## src/pkg/flash_loader_pkg.sv

```systemverilog
// Package for the flash user system data loader.
// Holds memory map, field layout, reset values, states and carrier structs.
// Assumes a single 25 MHz clock domain and a 32-bit flash read port.
`default_nettype none

package flash_loader_pkg;

  // ****************************************
  // Memory map
  // ****************************************
  localparam logic [31:0] MAIN_BASE      = 32'h0800_0000;
  localparam int          SECTOR_SHIFT   = 10;
  localparam logic [6:0]  SECTORS_64K    = 7'h40;
  localparam logic [6:0]  SECTORS_32K    = 7'h20;
  localparam logic [31:0] BOOT_LO        = 32'h1FFF_E400;
  localparam logic [31:0] BOOT_HI        = 32'h1FFF_F3FF;
  localparam logic [31:0] USER_LO        = 32'h1FFF_F800;
  localparam logic [31:0] USER_HI        = 32'h1FFF_F9FF;
  localparam logic [1:0]  LAST_WORD      = 2'h3;

  // ****************************************
  // Item codes
  // ****************************************
  localparam logic [7:0]  FAP_OPEN       = 8'hA5;
  localparam logic [7:0]  FAP_HIGH       = 8'hCC;
  localparam logic [7:0]  ERASED_BYTE    = 8'hFF;

  // ****************************************
  // User data shadow layout
  // ****************************************
  localparam int          USD_ERR_BIT    = 0;
  localparam int          USD_PROT_BIT   = 1;
  localparam int          USD_SSB_LSB    = 2;
  localparam int          USD_DATA0_LSB  = 10;
  localparam int          USD_DATA1_LSB  = 18;
  localparam int          USD_HIGH_BIT   = 26;
  localparam int          SSB_WDOG_STDBY = 6;
  localparam int          SSB_WDOG_DSLP  = 5;
  localparam int          SSB_BOOT       = 4;
  localparam int          SSB_NORST_STBY = 2;
  localparam int          SSB_NORST_DSLP = 1;
  localparam int          SSB_WDOG_AUTO  = 0;
  localparam logic [31:0] USD_RESET      = 32'h0000_0000;
  localparam logic [31:0] EPPS_RESET     = 32'hFFFF_FFFF;

  // ****************************************
  // Register offsets and status bits
  // ****************************************
  localparam logic [7:0]  OFS_USD        = 8'h00;
  localparam logic [7:0]  OFS_EPPS       = 8'h04;
  localparam logic [7:0]  OFS_STATUS     = 8'h08;
  localparam logic [7:0]  OFS_PROBE_ADDR = 8'h0C;
  localparam logic [7:0]  OFS_PROBE_RES  = 8'h10;
  localparam int          STS_ERR_BIT    = 0;
  localparam int          STS_BUSY_BIT   = 1;

  // ****************************************
  // Types
  // ****************************************
  typedef enum logic [2:0] {
    ST_ISSUE   = 3'b001,
    ST_CAPTURE = 3'b010,
    ST_DONE    = 3'b100
  } load_state_e;

  typedef enum logic [1:0] {
    REGION_NONE  = 2'h0,
    REGION_MAIN  = 2'h1,
    REGION_BOOT  = 2'h2,
    REGION_USER  = 2'h3
  } region_e;

  typedef enum logic [1:0] {
    BOOT_MAIN   = 2'h0,
    BOOT_SRAM   = 2'h1,
    BOOT_LOADER = 2'h2
  } boot_sel_e;

  typedef struct packed {
    logic [7:0]  addr;
    logic [31:0] wdata;
    logic        wr;
    logic        rd;
  } reg_req_s;

  typedef struct packed {
    region_e     region;
    logic [6:0]  sector;
  } region_s;

  typedef struct packed {
    logic wdog_run_in_standby;
    logic wdog_run_in_deepsleep;
    logic no_reset_on_standby;
    logic no_reset_on_deepsleep;
    logic wdog_auto_start_disable;
  } lowpower_cfg_s;

endpackage : flash_loader_pkg

`default_nettype wire

```

## src/hdl/config_pair_check.sv

```systemverilog
// Integrity check of one value byte against its inverse byte.
// Purely combinational; the caller registers the result.
`default_nettype none

module config_pair_check
  import flash_loader_pkg::*;
(
  // Pair from the information block
  input  wire logic [7:0] i_value,
  input  wire logic [7:0] i_inverse,
  // Checked pair
  output logic      [7:0] o_value,
  output logic      [7:0] o_inverse,
  output logic            o_error
);

  logic erased;

  // ****************************************
  // Pair check
  // ****************************************
  // Fully erased pair is accepted as is
  assign erased    = (i_value == ERASED_BYTE) && (i_inverse == ERASED_BYTE);
  assign o_error   = (i_inverse != ~i_value) && !erased;
  // Corrupt pair is forced to erased
  assign o_value   = o_error ? ERASED_BYTE : i_value;
  assign o_inverse = o_error ? ERASED_BYTE : i_inverse;

endmodule : config_pair_check

`default_nettype wire

```

## src/hdl/flash_user_data_loader.sv

```systemverilog
// Reset-time loader of user system data from the flash information block.
// Assumes a flash read port that returns a word the cycle after the strobe,
// and a register port with read data one cycle after the read strobe.
`default_nettype none

// Operation
// - 64 KB part: sixty-four 1 KB sectors upward from 0x0800_0000.
// - 32 KB part: thirty-two 1 KB sectors from the same base.
// - Boot loader region decoded at 0x1FFF_E400 to 0x1FFF_F3FF.
// - User data region decoded at 0x1FFF_F800 to 0x1FFF_F9FF.
// - Every system reset reloads user data and erase-protect shadows.
// - Each item is a value byte plus its inverse byte.
// - Bad pair sets error flag and forces both bytes to 0xFF; all-0xFF passes.
// - Region contents change shadows only at the next reset reload.
// - Access protect code in bits 7:0 of first word, inverse in 15:8.
// - 0xA5 open, 0xCC high level, others low level; enable in shadow bit 1.
// - High level protection disables the serial wire debug port at once.
// - Configuration byte from bits 23:16 goes to shadow bits 9:2.
// - Config bit 6: 0 stops watchdog in Standby, 1 keeps it counting.
// - Config bit 5: 0 stops watchdog in Deepsleep, 1 keeps it counting.
// - Config bit 4 with boot pin: 0 boots SRAM, 1 boots boot loader.
// - Config bit 2: 0 resets on Standby entry, 1 suppresses it.
// - Config bit 1: 0 resets on Deepsleep entry, 1 suppresses it.
// - Config bit 0: 0 starts watchdog after reset, 1 leaves it off.
module flash_user_data_loader
  import flash_loader_pkg::*;
(
  // Clock and reset
  input  wire logic          i_clk,
  input  wire logic          i_reset,
  // Flash information block read port
  output logic               o_flash_rd,
  output logic        [31:0] o_flash_addr,
  input  wire logic   [31:0] i_flash_rd_data,
  // Straps
  input  wire logic          i_size_64k,
  input  wire logic          i_boot_pin,
  // Register port
  input  wire reg_req_s      i_reg_req,
  output logic        [31:0] o_reg_rdata,
  // Loaded configuration
  output logic               o_cpu_reset_hold,
  output logic               o_access_protect_en,
  output logic               o_high_protect,
  output logic               o_swd_disable,
  output logic               o_config_data_error_flag,
  output boot_sel_e          o_boot_sel,
  output lowpower_cfg_s      o_lowpower_cfg,
  output logic        [31:0] o_user_data_shadow,
  output logic        [31:0] o_erase_protect_shadow
);

  // ****************************************
  // State
  // ****************************************
  typedef struct packed {
    load_state_e state;
    logic [1:0]  word_idx;
    logic [31:0] user_data_shadow;
    logic [31:0] erase_protect_shadow;
    logic        err_acc;
    logic        err_flag;
    logic [31:0] probe_addr;
    logic [31:0] rdata;
  } loader_s;

  loader_s    cur;
  loader_s    next_cur;
  logic [7:0] lo_val;
  logic [7:0] lo_inv;
  logic       lo_err;
  logic [7:0] hi_val;
  logic [7:0] hi_inv;
  logic       hi_err;
  logic       pass_err;
  region_s    probe_res;

  // ****************************************
  // Address decoding
  // ****************************************
  // Region and sector of a byte address
  function automatic region_s decode_region(input logic [31:0] addr, input logic size64);
    region_s     res;
    logic [31:0] ofs;
    logic [6:0]  sectors;
    res     = '{region: REGION_NONE, sector: 7'h00};
    ofs     = addr - MAIN_BASE;
    sectors = size64 ? SECTORS_64K : SECTORS_32K;
    if (addr >= MAIN_BASE && ofs[31:SECTOR_SHIFT] < {15'h0000, sectors}) begin
      res.region = REGION_MAIN;
      res.sector = ofs[SECTOR_SHIFT+6:SECTOR_SHIFT];
    end else if (addr >= BOOT_LO && addr <= BOOT_HI) begin
      res.region = REGION_BOOT;
    end else if (addr >= USER_LO && addr <= USER_HI) begin
      res.region = REGION_USER;
    end
    return res;
  endfunction : decode_region

  assign probe_res = decode_region(cur.probe_addr, i_size_64k);

  // ****************************************
  // Pair checkers
  // ****************************************
  // Low pair of the fetched word
  config_pair_check pair_lo (
    .i_value   (i_flash_rd_data[7:0]),
    .i_inverse (i_flash_rd_data[15:8]),
    .o_value   (lo_val),
    .o_inverse (lo_inv),
    .o_error   (lo_err)
  );

  // High pair of the fetched word
  config_pair_check pair_hi (
    .i_value   (i_flash_rd_data[23:16]),
    .i_inverse (i_flash_rd_data[31:24]),
    .o_value   (hi_val),
    .o_inverse (hi_inv),
    .o_error   (hi_err)
  );

  assign pass_err = cur.err_acc | lo_err | hi_err;

  // ****************************************
  // Next state
  // ****************************************
  // Loader sequence and register port
  always_comb begin
    next_cur       = cur;
    next_cur.rdata = 32'h0000_0000;
    case (cur.state)
      ST_ISSUE: begin
        next_cur.state = ST_CAPTURE;
      end
      ST_CAPTURE: begin
        next_cur.err_acc = pass_err;
        case (cur.word_idx)
          2'h0: begin
            // Protection level and configuration byte
            next_cur.user_data_shadow[USD_PROT_BIT] = (lo_val != FAP_OPEN);
            next_cur.user_data_shadow[USD_HIGH_BIT] = (lo_val == FAP_HIGH);
            next_cur.user_data_shadow[USD_SSB_LSB +: 8] = hi_val;
          end
          2'h1: begin
            next_cur.user_data_shadow[USD_DATA0_LSB +: 8] = lo_val;
            next_cur.user_data_shadow[USD_DATA1_LSB +: 8] = hi_val;
          end
          2'h2: begin
            next_cur.erase_protect_shadow[15:0] = {hi_val, lo_val};
          end
          default: begin
            next_cur.erase_protect_shadow[31:16] = {hi_val, lo_val};
          end
        endcase
        if (cur.word_idx == LAST_WORD) begin
          // Pass ends; flag reflects this pass only
          next_cur.state                          = ST_DONE;
          next_cur.err_flag                       = pass_err;
          next_cur.user_data_shadow[USD_ERR_BIT]  = pass_err;
        end else begin
          next_cur.word_idx = cur.word_idx + 2'h1;
          next_cur.state    = ST_ISSUE;
        end
      end
      ST_DONE: begin
        // Shadows frozen until the next reset
        next_cur.state = ST_DONE;
      end
      default: begin
        next_cur.state = ST_ISSUE;
      end
    endcase

    // Register writes
    if (i_reg_req.wr) begin
      if (i_reg_req.addr == OFS_PROBE_ADDR) begin
        next_cur.probe_addr = i_reg_req.wdata;
      end
    end

    // Register reads
    if (i_reg_req.rd) begin
      if (i_reg_req.addr == OFS_USD) begin
        next_cur.rdata = cur.user_data_shadow;
      end else if (i_reg_req.addr == OFS_EPPS) begin
        next_cur.rdata = cur.erase_protect_shadow;
      end else if (i_reg_req.addr == OFS_STATUS) begin
        next_cur.rdata[STS_ERR_BIT]  = cur.err_flag;
        next_cur.rdata[STS_BUSY_BIT] = (cur.state != ST_DONE);
      end else if (i_reg_req.addr == OFS_PROBE_ADDR) begin
        next_cur.rdata = cur.probe_addr;
      end else if (i_reg_req.addr == OFS_PROBE_RES) begin
        next_cur.rdata[8:0] = {probe_res.sector, probe_res.region};
      end
    end
  end

  // ****************************************
  // State register
  // ****************************************
  // Every reset restarts the load pass
  always_ff @(posedge i_clk) begin
    if (i_reset) begin
      cur.state                <= ST_ISSUE;
      cur.word_idx             <= 2'h0;
      cur.user_data_shadow     <= USD_RESET;
      cur.erase_protect_shadow <= EPPS_RESET;
      cur.err_acc              <= 1'b0;
      cur.err_flag             <= 1'b0;
      cur.probe_addr           <= 32'h0000_0000;
      cur.rdata                <= 32'h0000_0000;
    end else begin
      cur <= next_cur;
    end
  end

  // ****************************************
  // Outputs
  // ****************************************
  // Flash fetch from the user data region
  assign o_flash_rd   = (cur.state == ST_ISSUE);
  assign o_flash_addr = USER_LO + {28'h000_0000, cur.word_idx, 2'b00};

  // Loaded settings
  assign o_reg_rdata              = cur.rdata;
  assign o_cpu_reset_hold         = (cur.state != ST_DONE);
  assign o_access_protect_en      = cur.user_data_shadow[USD_PROT_BIT];
  assign o_high_protect           = cur.user_data_shadow[USD_HIGH_BIT];
  assign o_swd_disable            = cur.user_data_shadow[USD_HIGH_BIT];
  assign o_config_data_error_flag = cur.err_flag;
  assign o_user_data_shadow       = cur.user_data_shadow;
  assign o_erase_protect_shadow   = cur.erase_protect_shadow;

  // Low power controls from the configuration byte
  assign o_lowpower_cfg.wdog_run_in_standby     = cur.user_data_shadow[USD_SSB_LSB + SSB_WDOG_STDBY];
  assign o_lowpower_cfg.wdog_run_in_deepsleep   = cur.user_data_shadow[USD_SSB_LSB + SSB_WDOG_DSLP];
  assign o_lowpower_cfg.no_reset_on_standby     = cur.user_data_shadow[USD_SSB_LSB + SSB_NORST_STBY];
  assign o_lowpower_cfg.no_reset_on_deepsleep   = cur.user_data_shadow[USD_SSB_LSB + SSB_NORST_DSLP];
  assign o_lowpower_cfg.wdog_auto_start_disable = cur.user_data_shadow[USD_SSB_LSB + SSB_WDOG_AUTO];

  // Boot source from boot pin and configuration bit
  always_comb begin
    if (!i_boot_pin) begin
      o_boot_sel = BOOT_MAIN;
    end else if (cur.user_data_shadow[USD_SSB_LSB + SSB_BOOT]) begin
      o_boot_sel = BOOT_LOADER;
    end else begin
      o_boot_sel = BOOT_SRAM;
    end
  end
endmodule : flash_user_data_loader

`default_nettype wire

```

## config.mk

```make
export PLATFORM = sky130hd
export DESIGN_NAME = flash_user_data_loader
export DESIGN_NICKNAME = d
export VERILOG_FILES = /design/src/pkg/flash_loader_pkg.sv /design/src/hdl/config_pair_check.sv /design/src/hdl/flash_user_data_loader.sv
export SDC_FILE = /design/constraint.sdc
export NUM_CORES = 1
export LEC_CHECK = 0
export BUFFER_PORTS_ARGS = -buffer_cell sky130_fd_sc_hd__buf_2
export CORE_ASPECT_RATIO = 0.7
export CORE_MARGIN = 5
export CORE_UTILIZATION = 40
export CTS_CLUSTER_SIZE = 14
export DETAILED_ROUTE_END_ITERATION = 8
export PLACE_DENSITY = 0.69
export SLEW_MARGIN = 40
export SYNTH_ARGS = -nofsm -noshare
export SYNTH_HDL_FRONTEND = slang
export SYNTH_HIERARCHICAL = 1
export SYNTH_SLANG_ARGS = --single-unit
```

## constraint.sdc

```tcl
create_clock -name i_clk -period 5.55 [get_ports i_clk]
set_input_delay 1.665 -clock i_clk [delete_from_list [all_inputs] [get_ports i_clk]]
set_output_delay 1.665 -clock i_clk [all_outputs]
set_load 0.02 [all_outputs]
```

==> reports/results.tsv, run 1 <==
metric	value	unit
critPathKind	input pin to primary output	
cpMaxStageDelayCell	buf_2	
drtAntennaViolNets	0	
endpoint_kind	primary output	
wl_met1	9490	um
firstDrtPassIters	5	
hold_viol	0	
post-route-min-period	3.72	ns
die_h	118	um
dr.max_layer_used	met4	
cts_root_buf	clkbuf_16	
clock_latency	0.42	ns
final_core_util	45.2	%
min_path_type	flip-flop to flip-flop	
first_global_vias	5318	
route.met3.wl	2400	um
fin_ws	1.83	ns
crit_chain	buf_2 -> and2_1 -> buf_2	
r2r-start	cur[59]	
clk_pin_slew_worst_paths	0.06	ns
seq_power_share	42.8	%
rr_worst_depth	7	
p_per_area	297	nW/um^2
wl_met2	8810	um
area_growth	10.4	%
post_cts_resized	0	
initial_utilization	41.0	%
fp.dieArea	19500	sq um
drc	0	
arrival	2.06	ns
io_pins	219	
status	finished, final reports clean	
drive_gt1_share	26.0	%
worstPathMaxFanout	2	
cts_num_sinks	129	
combPwrFrac	6.9	%
gr-total-overflow	0	
cts_tree	done	
hold_start	o_user_data_shadow[15]	
p_sw_share	24.9	%
via_per_inst	5.10	
grt_first_pass_wirelength	31300	um
crit_top_cell	buf_2	
intPower	1.66	mW
grt_usage	21.0	%
fin_nets	985	
diodes	0	
gp_congestion	0.845	
port_buffers	183	
die_w	165	um
peakVddDrop	174	uV
grt_max_degree	81	
hold_slack	0.461	ns
rows	39	
slowest_delay	0.15	ns
cp-startpoint	i_boot_pin	
dpl_worst_slack	1.72	ns
wl_per_cell	18.5	um
dp_hpwl	15700	um
startpoint_type	input pin	
ys_warn_count	6	
drtIter0Drc	648	
timing.rr.end	o_reg_rdata[6]	
fin_skew	0.00810	ns
drt_wl_total	21000	um
final.setup.tns	0	ns
hold_depth	2	
cts_hold_buf	0	
via_count	5797	
clockBufferDepth	2	
netlist_instances	838	
htreeDepth	4	
leakage	3.10	nW
netlist_area	6720	sq um
cts_buffers	17	
required	3.88	ns
max-slew-margin-rel	46.1	%
max_freq	269	MHz
cap_violations	0	
p_clk_share	50.3	%
grt_setup_unrepaired	false	
syn-mean-instance-area	8.02	sq um
r2r_slack	3.30	ns
finalSetupViolCount	0	
postCtsSetupRepairBufs	0	
slew_viol_final	0	
worst_pin_slew	0.809	ns
switchingPower	550	uW
core_area	16400	sq um
antenna_found_initial	0	
hold_path_end	o_reg_rdata[15]	
min_period_over_period	67.0	%
==> area by class of cell <==
type	count	area, sq um
Timing Repair Buffer	189	961
Clock buffer	18	429
Sequential cell	129	2580
Tap cell	225	282
Multi-Input combinational cell	553	2970
Inverter	9	33.8
Fill cell	1679	8980
Clock inverter	14	158
==> stage by stage <==
stage	instances	power (mW)	instance area, sq um
floorplan	871	1.09	6840
global placement	1104	1.11	6820
detailed placement	1105	1.11	6830
CTS	1137	2.22	7420
global route	1137	2.28	7420
finish	1137	2.21	7420
==> power groups by stage <==
stage               clock network [mW]  logic, mW  registers [mW]
floorplan                            0      0.126           0.962
global placement                     0      0.149           0.964
detailed placement                   0      0.149           0.965
CTS                               1.12      0.150           0.944
global route                      1.17      0.164           0.945
finish                            1.11      0.151           0.944
==> cell usage in the layout, fill, tap and decap left out, types with 6 or more instances in the layout <==
cell	count
nor2_1	30
inv_1	8
mux2i_1	6
or2_1	12
a22oi_1	22
buf_4	6
ha_1	8
buf_2	183
nand4_1	16
a21oi_1	77
dfxtp_1	129
nand2_1	210
o21ai_1	7
o21ai_0	12
xor2_1	16
conb_1	35
nand3b_1	32
and2_1	7
clkbuf_16	17
==> worst max-delay path: cells and delay by family <==
family	cells	cell delay, ns
and+or+nand+nor	1	0.14
buffers and inverters	2	0.25
==> routing by layer <==
layer / track usage, % / vias to the layer above
li1: - / 2756
met1: 31.1 / 2689
met2: 30.0 / 329
met3: 5.11 / 23
met4: 6.34 / 0
met5: 0 / -
==> flip-flops by register name, indices dropped and copies added (netlist names) <==
| signal | count |
|---|---|
| o_erase_protect_shadow | 32 |
| o_user_data_shadow | 27 |
| o_reg_rdata | 32 |
| cur | 38 |
==> worst max path at each step <==
| stage | end | slack, ns | cells past startpoint |
|---|---|---|---|
| 2_1_floorplan | o_boot_sel[0] | 1.89 | 1 |
| 3_3_place_gp | cur[35] | 1.45 | 7 |
| 3_5_place_dp | cur[49] | 1.72 | 7 |
| 4_1_cts | o_boot_sel[1] | 1.83 | 3 |
| 5_1_grt | o_boot_sel[1] | 1.81 | 3 |
| 6_report | o_boot_sel[1] | 1.83 | 3 |
Power figures use the tool's default switching activity.
==> run 2, diff against run 1 <==
==> constraint.sdc (replaced) <==
create_clock -name i_clk -period 3.6 [get_ports i_clk]
set_input_delay 1.08 -clock i_clk [delete_from_list [all_inputs] [get_ports i_clk]]
set_output_delay 1.08 -clock i_clk [all_outputs]
set_load 0.02 [all_outputs]
==> reports/results.tsv, run 2 (synthesis results as in run 1) <==
metric	value	unit
endpoint_kind	flip-flop	
arrival	3.08	ns
diodes	0	
r2r_slack	1.34	ns
status	finished, final reports clean	
wl_per_cell	18.6	um
finalSetupViolCount	0	
gr-total-overflow	0	
post_cts_resized	0	
cts_num_sinks	129	
cts_root_buf	clkbuf_16	
regMostFlops	cur	
dpl_worst_slack	0.481	ns
hold_depth	2	
cpMaxStageDelayCell	or4_1	
final.setup.tns	0	ns
placed_cells	1106	
fin_skew	0.0102	ns
fin_cells	1138	
hold_slack	0.463	ns
fp.dieArea	19500	sq um
grt_use_met1	32.1	%
p_sw_share	23.6	%
p_per_area	467	nW/um^2
final_cell_mix	nand2_1 (211), buf_2 (183), dfxtp_1 (129)	
port_buffers	183	
post-route-min-period	2.73	ns
drt_wl_total	21200	um
worst_pin_slew	0.822	ns
clk_pin_slew_worst_paths	0.06	ns
r2r-start	cur[59]	
die_w	165	um
final_common_cell	nand2_1	
rr_worst_depth	7	
drive_gt1_share	26.2	%
startpoint_type	input pin	
clock_latency	0.41	ns
max-slew-margin-rel	45.2	%
hold_path_end	o_reg_rdata[16]	
grt_use_met3	5.43	%
grt-busiest-layer	met1	
seq_power_share	41.7	%
intPower	2.67	mW
drtIter0Drc	707	
clockBufferDepth	2	
antenna_found_initial	0	
combPwrFrac	6.7	%
hold_viol	0	
switchingPower	823	uW
die_h	118	um
htreeDepth	4	
drc	0	
grt_first_pass_wirelength	31400	um
via_per_inst	5.12	
min_period_over_period	75.8	%
min_path_type	flip-flop to flip-flop	
largest_reg_flops	38	
cts_hold_buf	0	
critPathKind	input pin to flip-flop	
initial_utilization	41.0	%
crit_chain	buf_2 -> or4_1 -> nor4_4 -> nor3b_4 -> a22oi_1 -> nor2_1	
grtUsageMet2	29.5	%
p_clk_share	51.5	%
io_pins	219	
leakage	3.12	nW
peakVddDrop	348	uV
grt_setup_unrepaired	false	
fin_nets	986	
first_global_vias	5279	
cap_violations	0	
gp_congestion	0.874	
required	3.95	ns
worstPathMaxFanout	8	
slowest_delay	0.71	ns
core_area	16400	sq um
via_count	5829	
area_growth	11.2	%
drtAntennaViolNets	0	
timing.rr.end	o_reg_rdata[6]	
grt_usage	21.0	%
grt_max_degree	84	
slew_viol_final	0	
final_core_util	45.6	%
postCtsSetupRepairBufs	0	
max_freq	366	MHz
cts_tree	done	
hold_start	o_user_data_shadow[16]	
fin_ws	0.870	ns
cts_buffers	17	
rows	39	
dp_hpwl	15700	um
firstDrtPassIters	6	
run 2: cell count changes in the layout (fill, tap and decap cells not counted):
cell,before,now
inv_6,3,0
nand2b_2,0,1
nand2b_1,3,2
clkbuf_1,1,0
clkinvlp_4,2,3
nand2_2,1,0
buf_12,0,1
nand2_1,210,211
clkbuf_8,0,3
bufinv_16,2,3
inv_8,1,0
run 2: power groups by stage:
| stage | sequential [mW] | combinational (mW) | clock, mW |
|---|---|---|---|
| 2_1_floorplan | 1.48 | 0.194 | 0 |
| 3_3_place_gp | 1.49 | 0.230 | 0 |
| 3_5_place_dp | 1.49 | 0.231 | 0 |
| 4_1_cts | 1.46 | 0.232 | 1.81 |
| 5_1_grt | 1.46 | 0.255 | 1.88 |
| 6_report | 1.46 | 0.234 | 1.80 |
run 2: per-stage QoR:
stage	instance area, sq um	power (mW)
final	7470	3.49
after CTS	7470	3.50
after floorplan	6840	1.68
after detailed placement	6850	1.72
after global routing	7470	3.59
after global placement	6850	1.72
run 2: final cells by class:
cell class / count / area, sq um
multi-input combinational: 553 / 2970
fill: 1730 / 8920
tap: 225 / 282
timing repair buffer: 190 / 981
clock inverter: 12 / 158
inverter: 9 / 33.8
clock buffer: 20 / 467
sequential: 129 / 2580
run 2: worst max-delay path: cells and delay by family:
family | cells | cell delay (ns)
simple gates | 4 | 1.67
compound gates | 1 | 0.23
buf+inv | 1 | 0.09
run 2: layer usage:
metal | vias up | part of all wire, % | routed length [um]
li1 | 2747 | - | -
met1 | 2739 | 47 | 9940
met2 | 328 | 41 | 8760
met3 | 15 | 11 | 2270
met4 | 0 | 0.82 | 174
met5 | - | 0 | 0
run 2: how the worst max path moves through the flow:
| stage | slack (ns) | depth (start not counted) | end | from |
|---|---|---|---|---|
| floorplan | 0.84 | 8 | o_user_data_shadow[26] | i_flash_rd_data[9] |
| global placement | 0.45 | 6 | o_reg_rdata[6] | i_reg_req[35] |
| detailed placement | 0.48 | 6 | o_reg_rdata[6] | i_reg_req[35] |
| CTS | 0.91 | 6 | o_reg_rdata[6] | i_reg_req[35] |
| global route | 0.77 | 8 | cur[57] | i_reg_req[35] |
| finish | 0.87 | 6 | o_reg_rdata[6] | i_reg_req[35] |
==> run 3, diff against run 2 <==
--- a/config.mk
+++ b/config.mk
@@ -11,7 +11,7 @@
 export CORE_UTILIZATION = 40
 export CTS_CLUSTER_SIZE = 14
 export DETAILED_ROUTE_END_ITERATION = 8
-export PLACE_DENSITY = 0.69
+export PLACE_DENSITY = 0.72
 export SLEW_MARGIN = 40
 export SYNTH_ARGS = -nofsm -noshare
 export SYNTH_HDL_FRONTEND = slang
==> constraint.sdc (replaced) <==
create_clock -name i_clk -period 2.3 [get_ports i_clk]
set_input_delay 0.69 -clock i_clk [delete_from_list [all_inputs] [get_ports i_clk]]
set_output_delay 0.69 -clock i_clk [all_outputs]
set_load 0.02 [all_outputs]
==> reports/results.tsv, run 3 (synthesis results as in run 1) <==
metric	value	unit
status	finished, final reports clean	
max-slew-margin-rel	56.6	%
finalSetupViolCount	0	
cts_buffers	17	
cts_num_sinks	129	
gr-total-overflow	0	
hold_viol	0	
postCtsSetupRepairBufs	0	
fin_cells	1180	
fin_skew	0.0147	ns
final_cell_mix	nand2_1 (211), buf_2 (183), dfxtp_1 (129)	
peakVddDrop	373	uV
gp_congestion	0.908	
startpoint_type	input pin	
wl_per_cell	17.9	um
rows	39	
grtUsageMet2	30.1	%
drc	0	
antenna_found_initial	0	
arrival	2.52	ns
leakage	3.40	nW
critPathKind	input pin to flip-flop	
drt_wl_total	21200	um
regMostFlops	cur	
final_common_cell	nand2_1	
port_buffers	183	
grt_max_degree	56	
cap_violations	0	
grt-busiest-layer	met1	
via_count	5833	
via_per_inst	4.94	
die_w	165	um
cts_hold_buf	0	
slew_viol_final	0	
post_cts_resized	0	
die_h	118	um
endpoint_kind	flip-flop	
fin_nets	1028	
first_global_vias	5500	
drive_gt1_share	29.5	%
grt_usage	21.6	%
io_pins	219	
grt_setup_unrepaired	false	
max_freq	459	MHz
clock_latency	0.42	ns
clk_pin_slew_worst_paths	0.06	ns
drtIter0Drc	579	
initial_utilization	41.0	%
area_growth	17.0	%
p_per_area	711	nW/um^2
post-route-min-period	2.18	ns
worst_pin_slew	0.651	ns
drtAntennaViolNets	0	
placed_cells	1148	
grt_use_met1	32.0	%
worstPathMaxFanout	8	
dp_hpwl	16400	um
required	2.64	ns
firstDrtPassIters	6	
grt_use_met3	7.65	%
clockBufferDepth	2	
min_period_over_period	94.8	%
grt_first_pass_wirelength	32300	um
cts_tree	done	
diodes	0	
cts_root_buf	clkbuf_16	
htreeDepth	4	
min_path_type	flip-flop to flip-flop	
final_core_util	47.9	%
core_area	16400	sq um
largest_reg_flops	38	
fp.dieArea	19500	sq um
## run 3: layer usage
| metal | wire [um] | vias to the layer above |
|---|---|---|
| met2 | 8500 | 304 |
| met3 | 2500 | 24 |
| met4 | 199 | 0 |
| met1 | 9990 | 2668 |
| li1 | - | 2837 |
| met5 | 0 | - |
## run 3: worst max-delay path: stages
cell and delay [ns]:
buf_2 0.09, or4_1 0.69, nor4_4 0.30, nor3b_4 0.24
buf_4 0.18, a22oi_1 0.12, nor2_1 0.19
## run 3: path summary, 6_finish.rpt
| check | slack [ns] | cells past startpoint | end | from |
|---|---|---|---|---|
| hold reg to reg | 0.45 | 2 | cur[65] | cur[65] |
| setup / recovery | 0.12 | 7 | o_reg_rdata[4] | i_reg_req[35] |
| hold / removal | 0.45 | 2 | cur[65] | cur[65] |
| setup reg to reg | 0.20 | 5 | o_reg_rdata[1] | cur[61] |
## run 3: final cells by class
class                   count  area [sq um]
clock buffers              21           460
clock inverters            11           178
fillers                  1619          8540
inverters                   9          33.8
multi-input cells         553          2990
flip-flops and latches    129          2580
well taps                 225           282
repair buffers            232          1330
## run 3: stage by stage
step	hold slack [ns]	instance area [sq um]	setup WS (ns)	setup TNS (ns)	power, mW
final	0.454	7860	0.121	0	5.59
after global routing	0.495	7860	0.0234	0	5.78
after CTS	0.452	7860	0.0574	0	5.61
after detailed placement	0.443	7220	-0.362	-10.25	2.72
after global placement	0.434	7220	-0.369	-9.16	2.72
after floorplan	0.426	6860	-0.0252	-0.0252	2.62
## run 3: report_power, final
part           internal, mW  leakage, nW  switching, mW
clock network          1.88        0.300           1.03
registers              2.26         1.04         0.0258
logic                 0.152         2.06          0.245
